--- config.mk ---
export PLATFORM = sky130hd
export DESIGN_NAME = radio_mode_sequencer_irq
export DESIGN_NICKNAME = d
export VERILOG_FILES = /design/src/hw/radio_ctrl_pkg.sv /design/src/hw/radio_mode_sequencer_irq.sv
export SDC_FILE = /design/constraint.sdc
export NUM_CORES = 1
export LEC_CHECK = 0
export ABC_AREA = 1
export BUFFER_PORTS_ARGS = -buffer_cell sky130_fd_sc_hd__buf_2
export CORE_MARGIN = 8
export CORE_UTILIZATION = 55
export CTS_BUF_LIST = sky130_fd_sc_hd__clkbuf_4
export DETAILED_ROUTE_END_ITERATION = 8
export PLACE_DENSITY = 0.82
export SYNTH_ARGS = -nofsm -noshare
export SYNTH_HDL_FRONTEND = slang
export SYNTH_SLANG_ARGS = --single-unit
--- constraint.sdc ---
create_clock -name sys_clk -period 8.4 [get_ports sys_clk]
set_clock_uncertainty 0.05 [all_clocks]
set_input_delay 1.68 -clock sys_clk [delete_from_list [all_inputs] [get_ports sys_clk]]
set_output_delay 1.68 -clock sys_clk [all_outputs]
set_load 0.05 [all_outputs]
--- src/hw/radio_ctrl_pkg.sv ---
// Package: register map, mode bits, sequencer timing for the radio control
package radio_ctrl_pkg;
   // Register indices as printed; byte address is four times the index
   localparam logic [7:0] idx_device_state = 8'h02;
   localparam logic [7:0] idx_flags_one = 8'h03;
   localparam logic [7:0] idx_flags_two = 8'h04;
   localparam logic [7:0] idx_mask_one = 8'h05;
   localparam logic [7:0] idx_mask_two = 8'h06;
   localparam logic [7:0] idx_mode_ctrl = 8'h07;
   localparam logic [7:0] idx_xtal_ctrl = 8'h62;
   localparam logic [7:0] idx_seq_cfg = 8'h80;
   localparam logic [7:0] idx_event_raise = 8'h81;
   localparam logic [7:0] idx_sequence = 8'h82;
   // Operating mode register fields, then crystal control and sequencer config bits
   localparam int mode_xton_bit = 0;
   localparam int mode_pllon_bit = 1;
   localparam int mode_rxon_bit = 2;
   localparam int mode_txon_bit = 3;
   localparam int mode_lbd_bit = 5;
   localparam int mode_wt_bit = 6;
   localparam logic [7:0] mode_sleep_value = 8'h40;
   localparam int mode_lbd_en_bit = 5;
   localparam int xtal_bufovr_bit = 1;
   localparam int seq_skipcal_bit = 0;
   // Reset values
   localparam logic [7:0] mode_ctrl_reset = 8'h01;
   localparam logic [7:0] xtal_ctrl_reset = 8'h00;
   localparam logic [7:0] seq_cfg_reset = 8'h00;
   localparam logic [7:0] mask_one_reset = 8'h00;
   localparam logic [7:0] mask_two_reset = 8'h01;
   // Chip power state codes
   localparam logic [1:0] cps_idle = 2'h0;
   localparam logic [1:0] cps_rx = 2'h1;
   localparam logic [1:0] cps_tx = 2'h2;
   // Timer lengths in microseconds, cycles at 200 MHz
   localparam int clk_mhz = 200;
   localparam int xtal_wait_us = 600;
   localparam int pll_settle_us = 100;
   localparam int cal_time_us = 50;
   localparam int pa_ramp_us = 5;
   localparam int xtal_wait_cycles = xtal_wait_us * clk_mhz;
   localparam int pll_settle_cycles = pll_settle_us * clk_mhz;
   localparam int cal_cycles = cal_time_us * clk_mhz;
   localparam int pa_ramp_cycles = pa_ramp_us * clk_mhz;
   typedef enum logic [3:0] {
      st_idle, st_regs, st_xtal, st_pll, st_cal, st_settle, st_pa,
      st_tx, st_rxen, st_rx
   } seq_state_e;
endpackage

--- src/hw/radio_mode_sequencer_irq.sv ---
// Radio mode control, transmit/receive sequencer and event interrupts
// Contract
// RULE1 - Writing 40h selects sleep: only low-power regulator and wake timer
// RULE2 - Host reads event flags while irq low in idle for least current
// RULE3 - Sensor mode with battery bit set enables the battery detector
// RULE4 - Crystal-on bit enters ready; crystal stays on, skips start-up
// RULE5 - Host clears crystal buffer override bit 1 before leaving ready
// RULE6 - PLL-on enters tune; crystal enabled automatically with PLL locked
// RULE7 - Transmit-on bit in idle starts sequencer toward transmit
// RULE8 - Transmit: regulators, crystal, PLL, calibrate, settle, ramp, send
// RULE9 - Calibration skipped when skip bit is one; bit resets to zero
// RULE10 - Steps already active in previous idle mode are omitted
// RULE11 - Without skipping, VCO is recalibrated each time PLL is enabled; code calibrates only when the sequencer enables the PLL, not on entering tune
// RULE12 - Receive-on bit in idle starts sequencer toward receive
// RULE13 - Receive: same steps, then receive circuits, then modem receive
// RULE14 - Modem in receive does gain, status, bit sync, optional correction
// RULE15 - Status 02 shows FIFO, header, frequency errors, power state
// RULE16 - Interrupt output is active low
// RULE17 - Interrupt stays low until the holding flag register is read
// RULE18 - Only enabled events drive interrupt; disabled flags still readable
// RULE19 - Reading a flag register clears its enabled bits
// RULE20 - Mask bit gates flag at same position; any gated flag drives low
// RULE21 - Writing zero to mode register selects standby
// RULE22 - After reset the radio defaults to ready mode
`timescale 1ns/1ps
module radio_mode_sequencer_irq (
   input wire logic sys_clk,
   input wire logic reset,
   input wire logic s_axi_awvalid,
   output logic s_axi_awready,
   input wire logic [31:0] s_axi_awaddr,
   input wire logic s_axi_wvalid,
   output logic s_axi_wready,
   input wire logic [31:0] s_axi_wdata,
   input wire logic [3:0] s_axi_wstrb,
   output logic s_axi_bvalid,
   input wire logic s_axi_bready,
   output logic [1:0] s_axi_bresp,
   input wire logic s_axi_arvalid,
   output logic s_axi_arready,
   input wire logic [31:0] s_axi_araddr,
   output logic s_axi_rvalid,
   input wire logic s_axi_rready,
   output logic [31:0] s_axi_rdata,
   output logic [1:0] s_axi_rresp,
   input wire logic [15:0] event_in,
   input wire logic [4:0] fifo_status_in,
   output logic irq_out_n,
   output logic low_power_regulator,
   output logic main_regulator,
   output logic wake_timer_en,
   output logic battery_detect_en,
   output logic xtal_en,
   output logic pll_en,
   output logic vco_cal,
   output logic pa_en,
   output logic rx_front_en,
   output logic modem_rx,
   output logic modem_tx,
   output logic [1:0] chip_power_state
);
   ////////////////////////////////////////////////////////////////////////
   logic [7:0] mode_ctrl;
   logic [7:0] xtal_ctrl;
   logic [7:0] seq_cfg;
   logic [7:0] mask_one;
   logic [7:0] mask_two;
   logic [7:0] flags_one;
   logic [7:0] flags_two;
   logic [15:0] ev_meta;
   logic [15:0] ev_sync;
   logic [15:0] ev_prev;
   logic [15:0] ev_rise;
   logic [15:0] sw_raise;
   logic aw_held;
   logic w_held;
   logic [31:0] aw_addr;
   logic [31:0] w_data;
   logic [3:0] w_strb;
   logic wr_go;
   logic rd_go;
   logic clr_one;
   logic clr_two;
   logic [7:0] rd_idx;
   logic [7:0] wr_idx;
   logic [7:0] next_rdata;
   logic rd_mapped;
   radio_ctrl_pkg::seq_state_e state;
   logic [31:0] timer;
   logic timer_done;
   logic pll_was_on;
   logic xtal_was_on;

   function automatic logic [7:0] word_index(input logic [31:0] addr);
      word_index = addr[9:2];
   endfunction

   ////////////////////////////////////////////////////////////////////////
   // AXI4-Lite write: address and data accepted in any order
   assign s_axi_awready = !aw_held && !s_axi_bvalid;
   assign s_axi_wready = !w_held && !s_axi_bvalid;
   assign wr_go = aw_held && w_held && !s_axi_bvalid;
   assign wr_idx = word_index(aw_addr);
   assign s_axi_bresp = 2'h0;

   always_ff @(posedge sys_clk or posedge reset) begin
      if (reset) begin
         aw_held <= 1'b0;
         w_held <= 1'b0;
         aw_addr <= 32'h0;
         w_data <= 32'h0;
         w_strb <= 4'h0;
         s_axi_bvalid <= 1'b0;
      end else begin
         if (s_axi_awvalid && s_axi_awready) begin
            aw_held <= 1'b1;
            aw_addr <= s_axi_awaddr;
         end
         if (s_axi_wvalid && s_axi_wready) begin
            w_held <= 1'b1;
            w_data <= s_axi_wdata;
            w_strb <= s_axi_wstrb;
         end
         if (wr_go) begin
            aw_held <= 1'b0;
            w_held <= 1'b0;
            s_axi_bvalid <= 1'b1;
         end else if (s_axi_bready) begin
            s_axi_bvalid <= 1'b0;
         end
      end
   end

   // Registers, low byte lane only except event raise, which takes bits 15:0 under byte strobe 0
   always_ff @(posedge sys_clk or posedge reset) begin
      if (reset) begin
         mode_ctrl <= radio_ctrl_pkg::mode_ctrl_reset; // [RULE22]
         xtal_ctrl <= radio_ctrl_pkg::xtal_ctrl_reset;
         seq_cfg <= radio_ctrl_pkg::seq_cfg_reset; // [RULE9]
         mask_one <= radio_ctrl_pkg::mask_one_reset;
         mask_two <= radio_ctrl_pkg::mask_two_reset;
         sw_raise <= 16'h0;
      end else begin
         sw_raise <= 16'h0;
         if (wr_go && w_strb[0]) begin
            if (wr_idx == radio_ctrl_pkg::idx_mode_ctrl) begin
               mode_ctrl <= w_data[7:0]; // [RULE21] [RULE1]
            end else if (wr_idx == radio_ctrl_pkg::idx_xtal_ctrl) begin
               xtal_ctrl <= w_data[7:0];
            end else if (wr_idx == radio_ctrl_pkg::idx_seq_cfg) begin
               seq_cfg <= w_data[7:0];
            end else if (wr_idx == radio_ctrl_pkg::idx_mask_one) begin
               mask_one <= w_data[7:0];
            end else if (wr_idx == radio_ctrl_pkg::idx_mask_two) begin
               mask_two <= w_data[7:0];
            end else if (wr_idx == radio_ctrl_pkg::idx_event_raise) begin
               sw_raise <= w_data[15:0];
            end
         end
      end
   end

   ////////////////////////////////////////////////////////////////////////
   // AXI4-Lite read, one cycle after the address is taken
   assign s_axi_arready = !s_axi_rvalid;
   assign rd_go = s_axi_arvalid && s_axi_arready;
   assign rd_idx = word_index(s_axi_araddr);
   assign clr_one = rd_go && rd_idx == radio_ctrl_pkg::idx_flags_one;
   assign clr_two = rd_go && rd_idx == radio_ctrl_pkg::idx_flags_two;

   always_comb begin
      next_rdata = 8'h00;
      rd_mapped = 1'b1;
      if (rd_idx == radio_ctrl_pkg::idx_device_state) begin
         next_rdata = {fifo_status_in, 1'b0, chip_power_state}; // [RULE15]
      end else if (rd_idx == radio_ctrl_pkg::idx_flags_one) begin
         next_rdata = flags_one; // [RULE18]
      end else if (rd_idx == radio_ctrl_pkg::idx_flags_two) begin
         next_rdata = flags_two;
      end else if (rd_idx == radio_ctrl_pkg::idx_mask_one) begin
         next_rdata = mask_one;
      end else if (rd_idx == radio_ctrl_pkg::idx_mask_two) begin
         next_rdata = mask_two;
      end else if (rd_idx == radio_ctrl_pkg::idx_mode_ctrl) begin
         next_rdata = mode_ctrl;
      end else if (rd_idx == radio_ctrl_pkg::idx_xtal_ctrl) begin
         next_rdata = xtal_ctrl;
      end else if (rd_idx == radio_ctrl_pkg::idx_seq_cfg) begin
         next_rdata = seq_cfg;
      end else if (rd_idx == radio_ctrl_pkg::idx_sequence) begin
         next_rdata = {4'h0, state};
      end else begin
         rd_mapped = 1'b0;
      end
   end

   always_ff @(posedge sys_clk or posedge reset) begin
      if (reset) begin
         s_axi_rvalid <= 1'b0;
         s_axi_rdata <= 32'h0;
         s_axi_rresp <= 2'h0;
      end else if (rd_go) begin
         s_axi_rvalid <= 1'b1;
         s_axi_rdata <= {24'h0, next_rdata};
         s_axi_rresp <= rd_mapped ? 2'h0 : 2'h2;
      end else if (s_axi_rready) begin
         s_axi_rvalid <= 1'b0;
      end
   end

   ////////////////////////////////////////////////////////////////////////
   // Event inputs come from other domains, so two flops first
   always_ff @(posedge sys_clk or posedge reset) begin
      if (reset) begin
         ev_meta <= 16'h0;
         ev_sync <= 16'h0;
         ev_prev <= 16'h0;
      end else begin
         ev_meta <= event_in;
         ev_sync <= ev_meta;
         ev_prev <= ev_sync;
      end
   end
   assign ev_rise = (ev_sync & ~ev_prev) | sw_raise;

   // New event wins over the read clear; disabled flags survive reads
   always_ff @(posedge sys_clk or posedge reset) begin
      if (reset) begin
         flags_one <= 8'h00;
         flags_two <= 8'h00;
      end else begin
         flags_one <= (flags_one & ~(clr_one ? mask_one : 8'h00))
                      | ev_rise[7:0]; // [RULE19] [RULE18]
         flags_two <= (flags_two & ~(clr_two ? mask_two : 8'h00))
                      | ev_rise[15:8]; // [RULE19]
      end
   end

   always_ff @(posedge sys_clk or posedge reset) begin
      if (reset) begin
         irq_out_n <= 1'b1;
      end else begin
         irq_out_n <= !(|(flags_one & mask_one) ||
                        |(flags_two & mask_two)); // [RULE16] [RULE17] [RULE20]
      end
   end

   ////////////////////////////////////////////////////////////////////////
   // Sequencer
   assign timer_done = timer == 32'h0;

   always_ff @(posedge sys_clk or posedge reset) begin
      if (reset) begin
         state <= radio_ctrl_pkg::st_idle;
         timer <= 32'h0;
         xtal_was_on <= 1'b0;
         pll_was_on <= 1'b0;
      end else begin
         if (!timer_done) begin
            timer <= timer - 32'h1;
         end
         case (state)
            radio_ctrl_pkg::st_idle: begin
               xtal_was_on <= xtal_en;
               pll_was_on <= pll_en;
               if (mode_ctrl[radio_ctrl_pkg::mode_txon_bit] ||
                   mode_ctrl[radio_ctrl_pkg::mode_rxon_bit]) begin
                  state <= radio_ctrl_pkg::st_regs; // [RULE7] [RULE12]
               end
            end
            radio_ctrl_pkg::st_regs: begin
               if (xtal_was_on) begin
                  state <= radio_ctrl_pkg::st_pll; // [RULE10]
               end else begin
                  timer <= 32'(radio_ctrl_pkg::xtal_wait_cycles);
                  state <= radio_ctrl_pkg::st_xtal; // [RULE8]
               end
            end
            radio_ctrl_pkg::st_xtal: begin
               if (timer_done) begin
                  state <= radio_ctrl_pkg::st_pll;
               end
            end
            radio_ctrl_pkg::st_pll: begin
               if (pll_was_on) begin
                  state <= mode_ctrl[radio_ctrl_pkg::mode_txon_bit] ?
                           radio_ctrl_pkg::st_pa :
                           radio_ctrl_pkg::st_rxen; // [RULE10]
                  timer <= 32'(radio_ctrl_pkg::pa_ramp_cycles);
               end else if (seq_cfg[radio_ctrl_pkg::seq_skipcal_bit]) begin
                  timer <= 32'(radio_ctrl_pkg::pll_settle_cycles);
                  state <= radio_ctrl_pkg::st_settle; // [RULE9]
               end else begin
                  timer <= 32'(radio_ctrl_pkg::cal_cycles);
                  state <= radio_ctrl_pkg::st_cal; // [RULE11]
               end
            end
            radio_ctrl_pkg::st_cal: begin
               if (timer_done) begin
                  timer <= 32'(radio_ctrl_pkg::pll_settle_cycles);
                  state <= radio_ctrl_pkg::st_settle;
               end
            end
            radio_ctrl_pkg::st_settle: begin
               if (timer_done) begin
                  timer <= 32'(radio_ctrl_pkg::pa_ramp_cycles);
                  state <= mode_ctrl[radio_ctrl_pkg::mode_txon_bit] ?
                           radio_ctrl_pkg::st_pa :
                           radio_ctrl_pkg::st_rxen; // [RULE8] [RULE13]
               end
            end
            radio_ctrl_pkg::st_pa: begin
               if (timer_done) begin
                  state <= radio_ctrl_pkg::st_tx;
               end
            end
            radio_ctrl_pkg::st_rxen: begin
               state <= radio_ctrl_pkg::st_rx; // [RULE13]
            end
            radio_ctrl_pkg::st_tx, radio_ctrl_pkg::st_rx: begin
               if (!mode_ctrl[radio_ctrl_pkg::mode_txon_bit] &&
                   !mode_ctrl[radio_ctrl_pkg::mode_rxon_bit]) begin
                  state <= radio_ctrl_pkg::st_idle;
               end
            end
            default: begin
               state <= radio_ctrl_pkg::st_idle;
            end
         endcase
      end
   end

   ////////////////////////////////////////////////////////////////////////
   // Resource enables; outputs registered
   always_ff @(posedge sys_clk or posedge reset) begin
      if (reset) begin
         low_power_regulator <= 1'b1;
         main_regulator <= 1'b1;
         wake_timer_en <= 1'b0;
         battery_detect_en <= 1'b0;
         xtal_en <= 1'b1;
         pll_en <= 1'b0;
         vco_cal <= 1'b0;
         pa_en <= 1'b0;
         rx_front_en <= 1'b0;
         modem_rx <= 1'b0;
         modem_tx <= 1'b0;
         chip_power_state <= radio_ctrl_pkg::cps_idle;
      end else begin
         low_power_regulator <= 1'b1;
         main_regulator <= state != radio_ctrl_pkg::st_idle ||
                           (|mode_ctrl[1:0]) ||
                           mode_ctrl[radio_ctrl_pkg::mode_lbd_bit];
         wake_timer_en <= mode_ctrl[radio_ctrl_pkg::mode_wt_bit]; // [RULE1]
         battery_detect_en <=
            mode_ctrl[radio_ctrl_pkg::mode_lbd_en_bit]; // [RULE3]
         xtal_en <= mode_ctrl[radio_ctrl_pkg::mode_xton_bit] ||
                    mode_ctrl[radio_ctrl_pkg::mode_pllon_bit] ||
                    (state != radio_ctrl_pkg::st_idle &&
                     state != radio_ctrl_pkg::st_regs); // [RULE4] [RULE6]
         pll_en <= mode_ctrl[radio_ctrl_pkg::mode_pllon_bit] ||
                   (state != radio_ctrl_pkg::st_idle &&
                    state != radio_ctrl_pkg::st_regs &&
                    state != radio_ctrl_pkg::st_xtal); // [RULE6]
         vco_cal <= state == radio_ctrl_pkg::st_cal;
         pa_en <= state == radio_ctrl_pkg::st_pa ||
                  state == radio_ctrl_pkg::st_tx;
         rx_front_en <= state == radio_ctrl_pkg::st_rxen ||
                        state == radio_ctrl_pkg::st_rx;
         modem_rx <= state == radio_ctrl_pkg::st_rx; // [RULE14]
         modem_tx <= state == radio_ctrl_pkg::st_tx;
         chip_power_state <= state == radio_ctrl_pkg::st_tx ?
                             radio_ctrl_pkg::cps_tx :
                             state == radio_ctrl_pkg::st_rx ?
                             radio_ctrl_pkg::cps_rx :
                             radio_ctrl_pkg::cps_idle;
      end
   end
endmodule

Word-level counts from Yosys, hierarchy flattened
Index checks and enable logic that the tools add are counted. W data, S select, Z words.

Register bits after elaboration: 212. Word-level logic and storage cells: 186. Bits of input ports: 128. Output and inout port bits: 55.

Reductions and logical operators: 46. Muxes and demuxes: 56. Add/subtract/negate cells: 1. Bitwise logic cells: 15. Equal/unequal tests: 32.

Operators by type and width (number): $mux W32 (4); $pmux W32 S4 (1); $mux W16 (7); $mux W8 (10); $eq A8 B3 Y1 const B (7); $mux W4 (9); $pmux W4 S9 (1); $and A8 B8 Y8 (4); $eq A8 B8 Y1 const B (4); $logic_not A32 Y1 (1); $sub A32 B1 Y32 const B (1); $mux W15 (2); $mux W1 (20); $and A16 B16 Y16 (1); $eq A4 B3 Y1 const B (4); $eq A8 B2 Y1 const B (2); $eq A8 B7 Y1 const B (2); $not A16 Y16 (1); $not A8 Y8 (2); $or A16 B16 Y16 (1); $or A8 B8 Y8 (2); $reduce_or A8 Y1 (2); $logic_and A1 B1 Y1 (13); $ne A2 B2 Y1 const B (6); 18 further kinds (43).

Logic depth before layout (Yosys ltp)
Depth after elaboration: 11. Mapped depth: 12. Depth with buffers taken out: 12.

Worst setup path before layout
Ideal clock, no wire load.

Kind: flip-flop to output port. Start point: register s_axi_bvalid. End point: output port s_axi_awready. Setup slack: 5325 ps. Arrival: 1345 ps. Required time: 6670 ps. Stages on the path, launching flop included: 2. Cells stage by stage: dfrtp_1 -> nor2_1.

Longest elaborated chain between the ends: 2.

RTL lines: from (decl) (line radio_mode_sequencer_irq.sv:36) `output logic s_axi_bvalid,`; from (signal assigned) (line radio_mode_sequencer_irq.sv:113) `s_axi_bvalid <= 1'b0;`; from (signal assigned) (line radio_mode_sequencer_irq.sv:127) `s_axi_bvalid <= 1'b1;`; from (signal assigned) (line radio_mode_sequencer_irq.sv:129) `s_axi_bvalid <= 1'b0;`; $logic_not A1 Y1 (line radio_mode_sequencer_irq.sv:100) `assign s_axi_awready = !aw_held && !s_axi_bvalid;`; $logic_and A1 B1 Y1 (line radio_mode_sequencer_irq.sv:100); to (decl) (line radio_mode_sequencer_irq.sv:30) `output logic s_axi_awready,`.

Every way passes these cells.

Final worst setup path
Same ends and word-level chain as after synthesis.

==> metrics.md <==
| Metric | Value |
|---|---|
| Clock Path Buffers | 3 |
| CTS tree | yes |
| Setup Fix Bufs, Post-CTS | 0 |
| Post-synth top area share | 53.7% |
| Routed WL | 22,800 um |
| Least-Margin Pin Slew | 1.02 ns |
| Die Area | 21,700 um2 |
| Area of the multi-input gates | 3590 um2 |
| IO buf count | 87 |
| YS warnings | 0 |
| Number of synthesized register bits | 208 |
| Outcome | complete, but fails checks |
| RR Endpoint | timer[9]$_DFF_PP0_ |
| Area Overhead vs Synth | 12.8% |
| Crit path max fanout | 5 |
| R2R setup slack | 6.14 ns |
| First-pass DRT Iterations | 7 |
| Initial core utilization | 55.5% |
| FF-to-FF Start | timer[5]$_DFF_PP0_ |
| Setup_tns | 0 ns |
| Reg2Reg Depth | 8 |
| Crit path launch | s_axi_bvalid$_DFFE_PP0P_ |
| Min Tclk post-route | 3.21 ns |
| Crit path launch type | register |
| # fillers | 1,469 |
| Count of final hold-check violations | 0 |
| Failing checks | design-rule violations |
| Final period util | 38.2% |
| Number of H-tree levels | 2 |
| Root buffer cell | clkbuf_4 |
| Layout cells sized above 1 | 18.9% |
| Area leader, netlist | dfrtp_1 |
| First-pass GRT wire length | 37,700 um |
| Post-CTS Hold Buffers | 0 |
| Slew Limit Fails | 0 |
| Routability cong. | 0.920 |
| End point of the critical path | s_axi_awready |
| Drc violations | 2 |
| MaxCap Viol Count | 0 |
| Post-synth EDFFs | 0 |
| Die Wd | 147 um |
| Critical path type | reg2out |
| Placed insts | 1,390 |
| GRT overflow | 0 |
| DIE HEIGHT | 147 um |
| GRT Total Usage | 21.3% |
| RSZ-0062 raised after global routing | false |
| I/O pin count | 183 |
| HP Class | reg2reg |
| Seq/Total Area, Yosys | 55.1% |
| Critical path required time | 6.67 ns |
| Layout Cells excl Fill | 1,488 |
| Synth area leaders | dfrtp_1 54%, nand2_1 9.2%, nor2_1 6.0%, inv_1 4.5%, o21ai_0 4.3% |
| Fmax | 0.312 GHz |
| Pwr dens | 292 nW/um2 |
| Lkg Pwr | 5.28 nW |
| Largest net degree at the start of global routing | 143 |
| Main synth FF type | dfrtp_1 |
| Max-slew headroom | 32.2% |
| Initial antenna violation count | 1 |
| CORE AREA | 17,100 um2 |
| Post-Syn Instances | 1,097 |
| Worst skew pair latency | 0.68 ns |
| Row cnt | 48 |
| Synth async-reset ratio | 100% |
| Syn_area_per_cell | 8.62 um2 |
| Total CTS buffers | 53 |
| Met1 Use GR | 25.5% |
| Drt initial violations | 546 |
| Met2 usage | 35.2% |
| Most frequent cells in the layout | 233 x nand2_1, 203 x dfrtp_1, 152 x nor2_1, 112 x inv_1, 87 x buf_2 |
| GRT Max-Usage Layer | met2 |
| Sequential cell area | 5210 um2 |
| Routed len/inst | 15.3 um |
| Met3 Track Usage GR | 4.92% |
| Commonest non-fill, non-tap cell in the layout | nand2_1 |
| Setup crit end kind | output port |
| Vias | 7,796 |
| Vias in the first global route | 7,941 |
| CTS sink cnt | 208 |
| Routed Antenna Nets | 0 |
| Final setup vio count | 0 |
| Worst vdd ir | 275 uV |
| Mapped Area | 9460 um2 |
| Post-CTS sizing | 0 |
| Vias per inst | 5.24 |
| Pwr Total | 3.11 mW |
| Final nets | 1,351 |
| Clk slew on worst S/H paths | 0.07 ns |
| Critical path arrival | 1.48 ns |
| HPWL Detailed | 16,500 um |
| Synth cell types | 51 |
worst max-delay path, cell delays in order, from the launching register on:
cell,delay [ns]
dfrtp_1,0.42
nor2_1,0.13
buf_2,0.28
logic make-up (layout without fill, tap and decap cells):
logic type	after synthesis	count (layout)	synth area share, %
AND/OR/NAND/NOR	544	544	26.1
flip-flops	208	208	55.1
buffers and inverters	169	308	8.05
AO/OA/AOI/OAI	154	154	8.61
XOR/XNOR	11	11	1.02
multiplexers	6	6	0.714
adder cells (fa/ha/maj)	3	3	0.397
other	2	29	0.0794
synth_stat cells, types with 3 or more instances:
library cell  number
nor2_4             8
xor2_1             9
nand3_1           72
dfstp_2            5
nand2_2            6
nand2_1          233
clkbuf_1          11
o21ai_0           82
mux2_2             6
nand2_4            3
nor3_4             3
nand4_1           18
nor2_1           152
inv_1            113
or2_2              6
ha_1               3
o21ai_1            6
nor3_1            14
dfrtp_1          203
nor4_1             4
a21oi_1           51
nor3_2             6
nor2_2             9
buf_4             30
inv_2              8
buf_2              4
power by group:
group | switching (mW) | internal [mW] | total [mW]
clock network | 0.413 | 0.430 | 0.843
logic | 0.696 | 0.278 | 0.974
registers | 0.122 | 1.17 | 1.30
total | 1.23 | 1.88 | 3.11
sequential cells by signal, indices dropped and copies added (netlist names), 4 cells and up:
signal / count
aw_addr: 8
ev_meta: 16
ev_prev: 16
ev_sync: 16
flags_one: 8
flags_two: 8
mask_one: 8
mask_two: 8
mode_ctrl: 8
s_axi_rdata: 8
seq_cfg: 8
state: 4
sw_raise: 16
timer: 32
w_data: 16
xtal_ctrl: 8
how the worst min path moves through the flow:
stage                                from                    end  slack (ns)  depth (start not counted)
floorplan            ev_meta[0]$_DFF_PP0_   ev_sync[0]$_DFF_PP0_        0.28                          0
finish              ev_sync[14]$_DFF_PP0_  ev_prev[14]$_DFF_PP0_        0.29                          0
global placement     ev_meta[8]$_DFF_PP0_   ev_sync[8]$_DFF_PP0_        0.28                          0
detailed placement   ev_meta[3]$_DFF_PP0_   ev_sync[3]$_DFF_PP0_        0.28                          0
CTS                 ev_sync[14]$_DFF_PP0_  ev_prev[14]$_DFF_PP0_        0.29                          0
global route        ev_sync[14]$_DFF_PP0_  ev_prev[14]$_DFF_PP0_        0.28                          0
per-layer routing:
metal | vias to the layer above | share of wire (%)
met4 | 0 | 4.1
met5 | - | 0
met2 | 256 | 49
met3 | 74 | 6.1
li1 | 3767 | -
met1 | 3699 | 41
cell type report:
| cell class | instances | share of cell area, % |
|---|---|---|
| flip-flops and latches | 208 | 48.8 |
| well taps | 225 | 2.64 |
| repair buffers | 88 | 4.15 |
| clock inverters | 19 | 0.833 |
| multi-input cells | 746 | 33.6 |
| inverters | 123 | 4.42 |
| clock buffers | 78 | 5.49 |
| diodes | 1 | 0.0235 |
stage by stage:
step	hold slack (ns)	area (um2)	setup slack, ns	utilization, %
2_1_floorplan	0.281	9560	0.997	-
3_3_place_gp	0.282	9990	4.93	58.6
3_5_place_dp	0.285	9990	4.80	58.6
4_1_cts	0.292	10700	5.15	62.5
5_1_grt	0.281	10700	5.05	62.6
6_report	0.295	10700	5.19	62.6
Note: power is estimated with default switching activity, not from simulation.
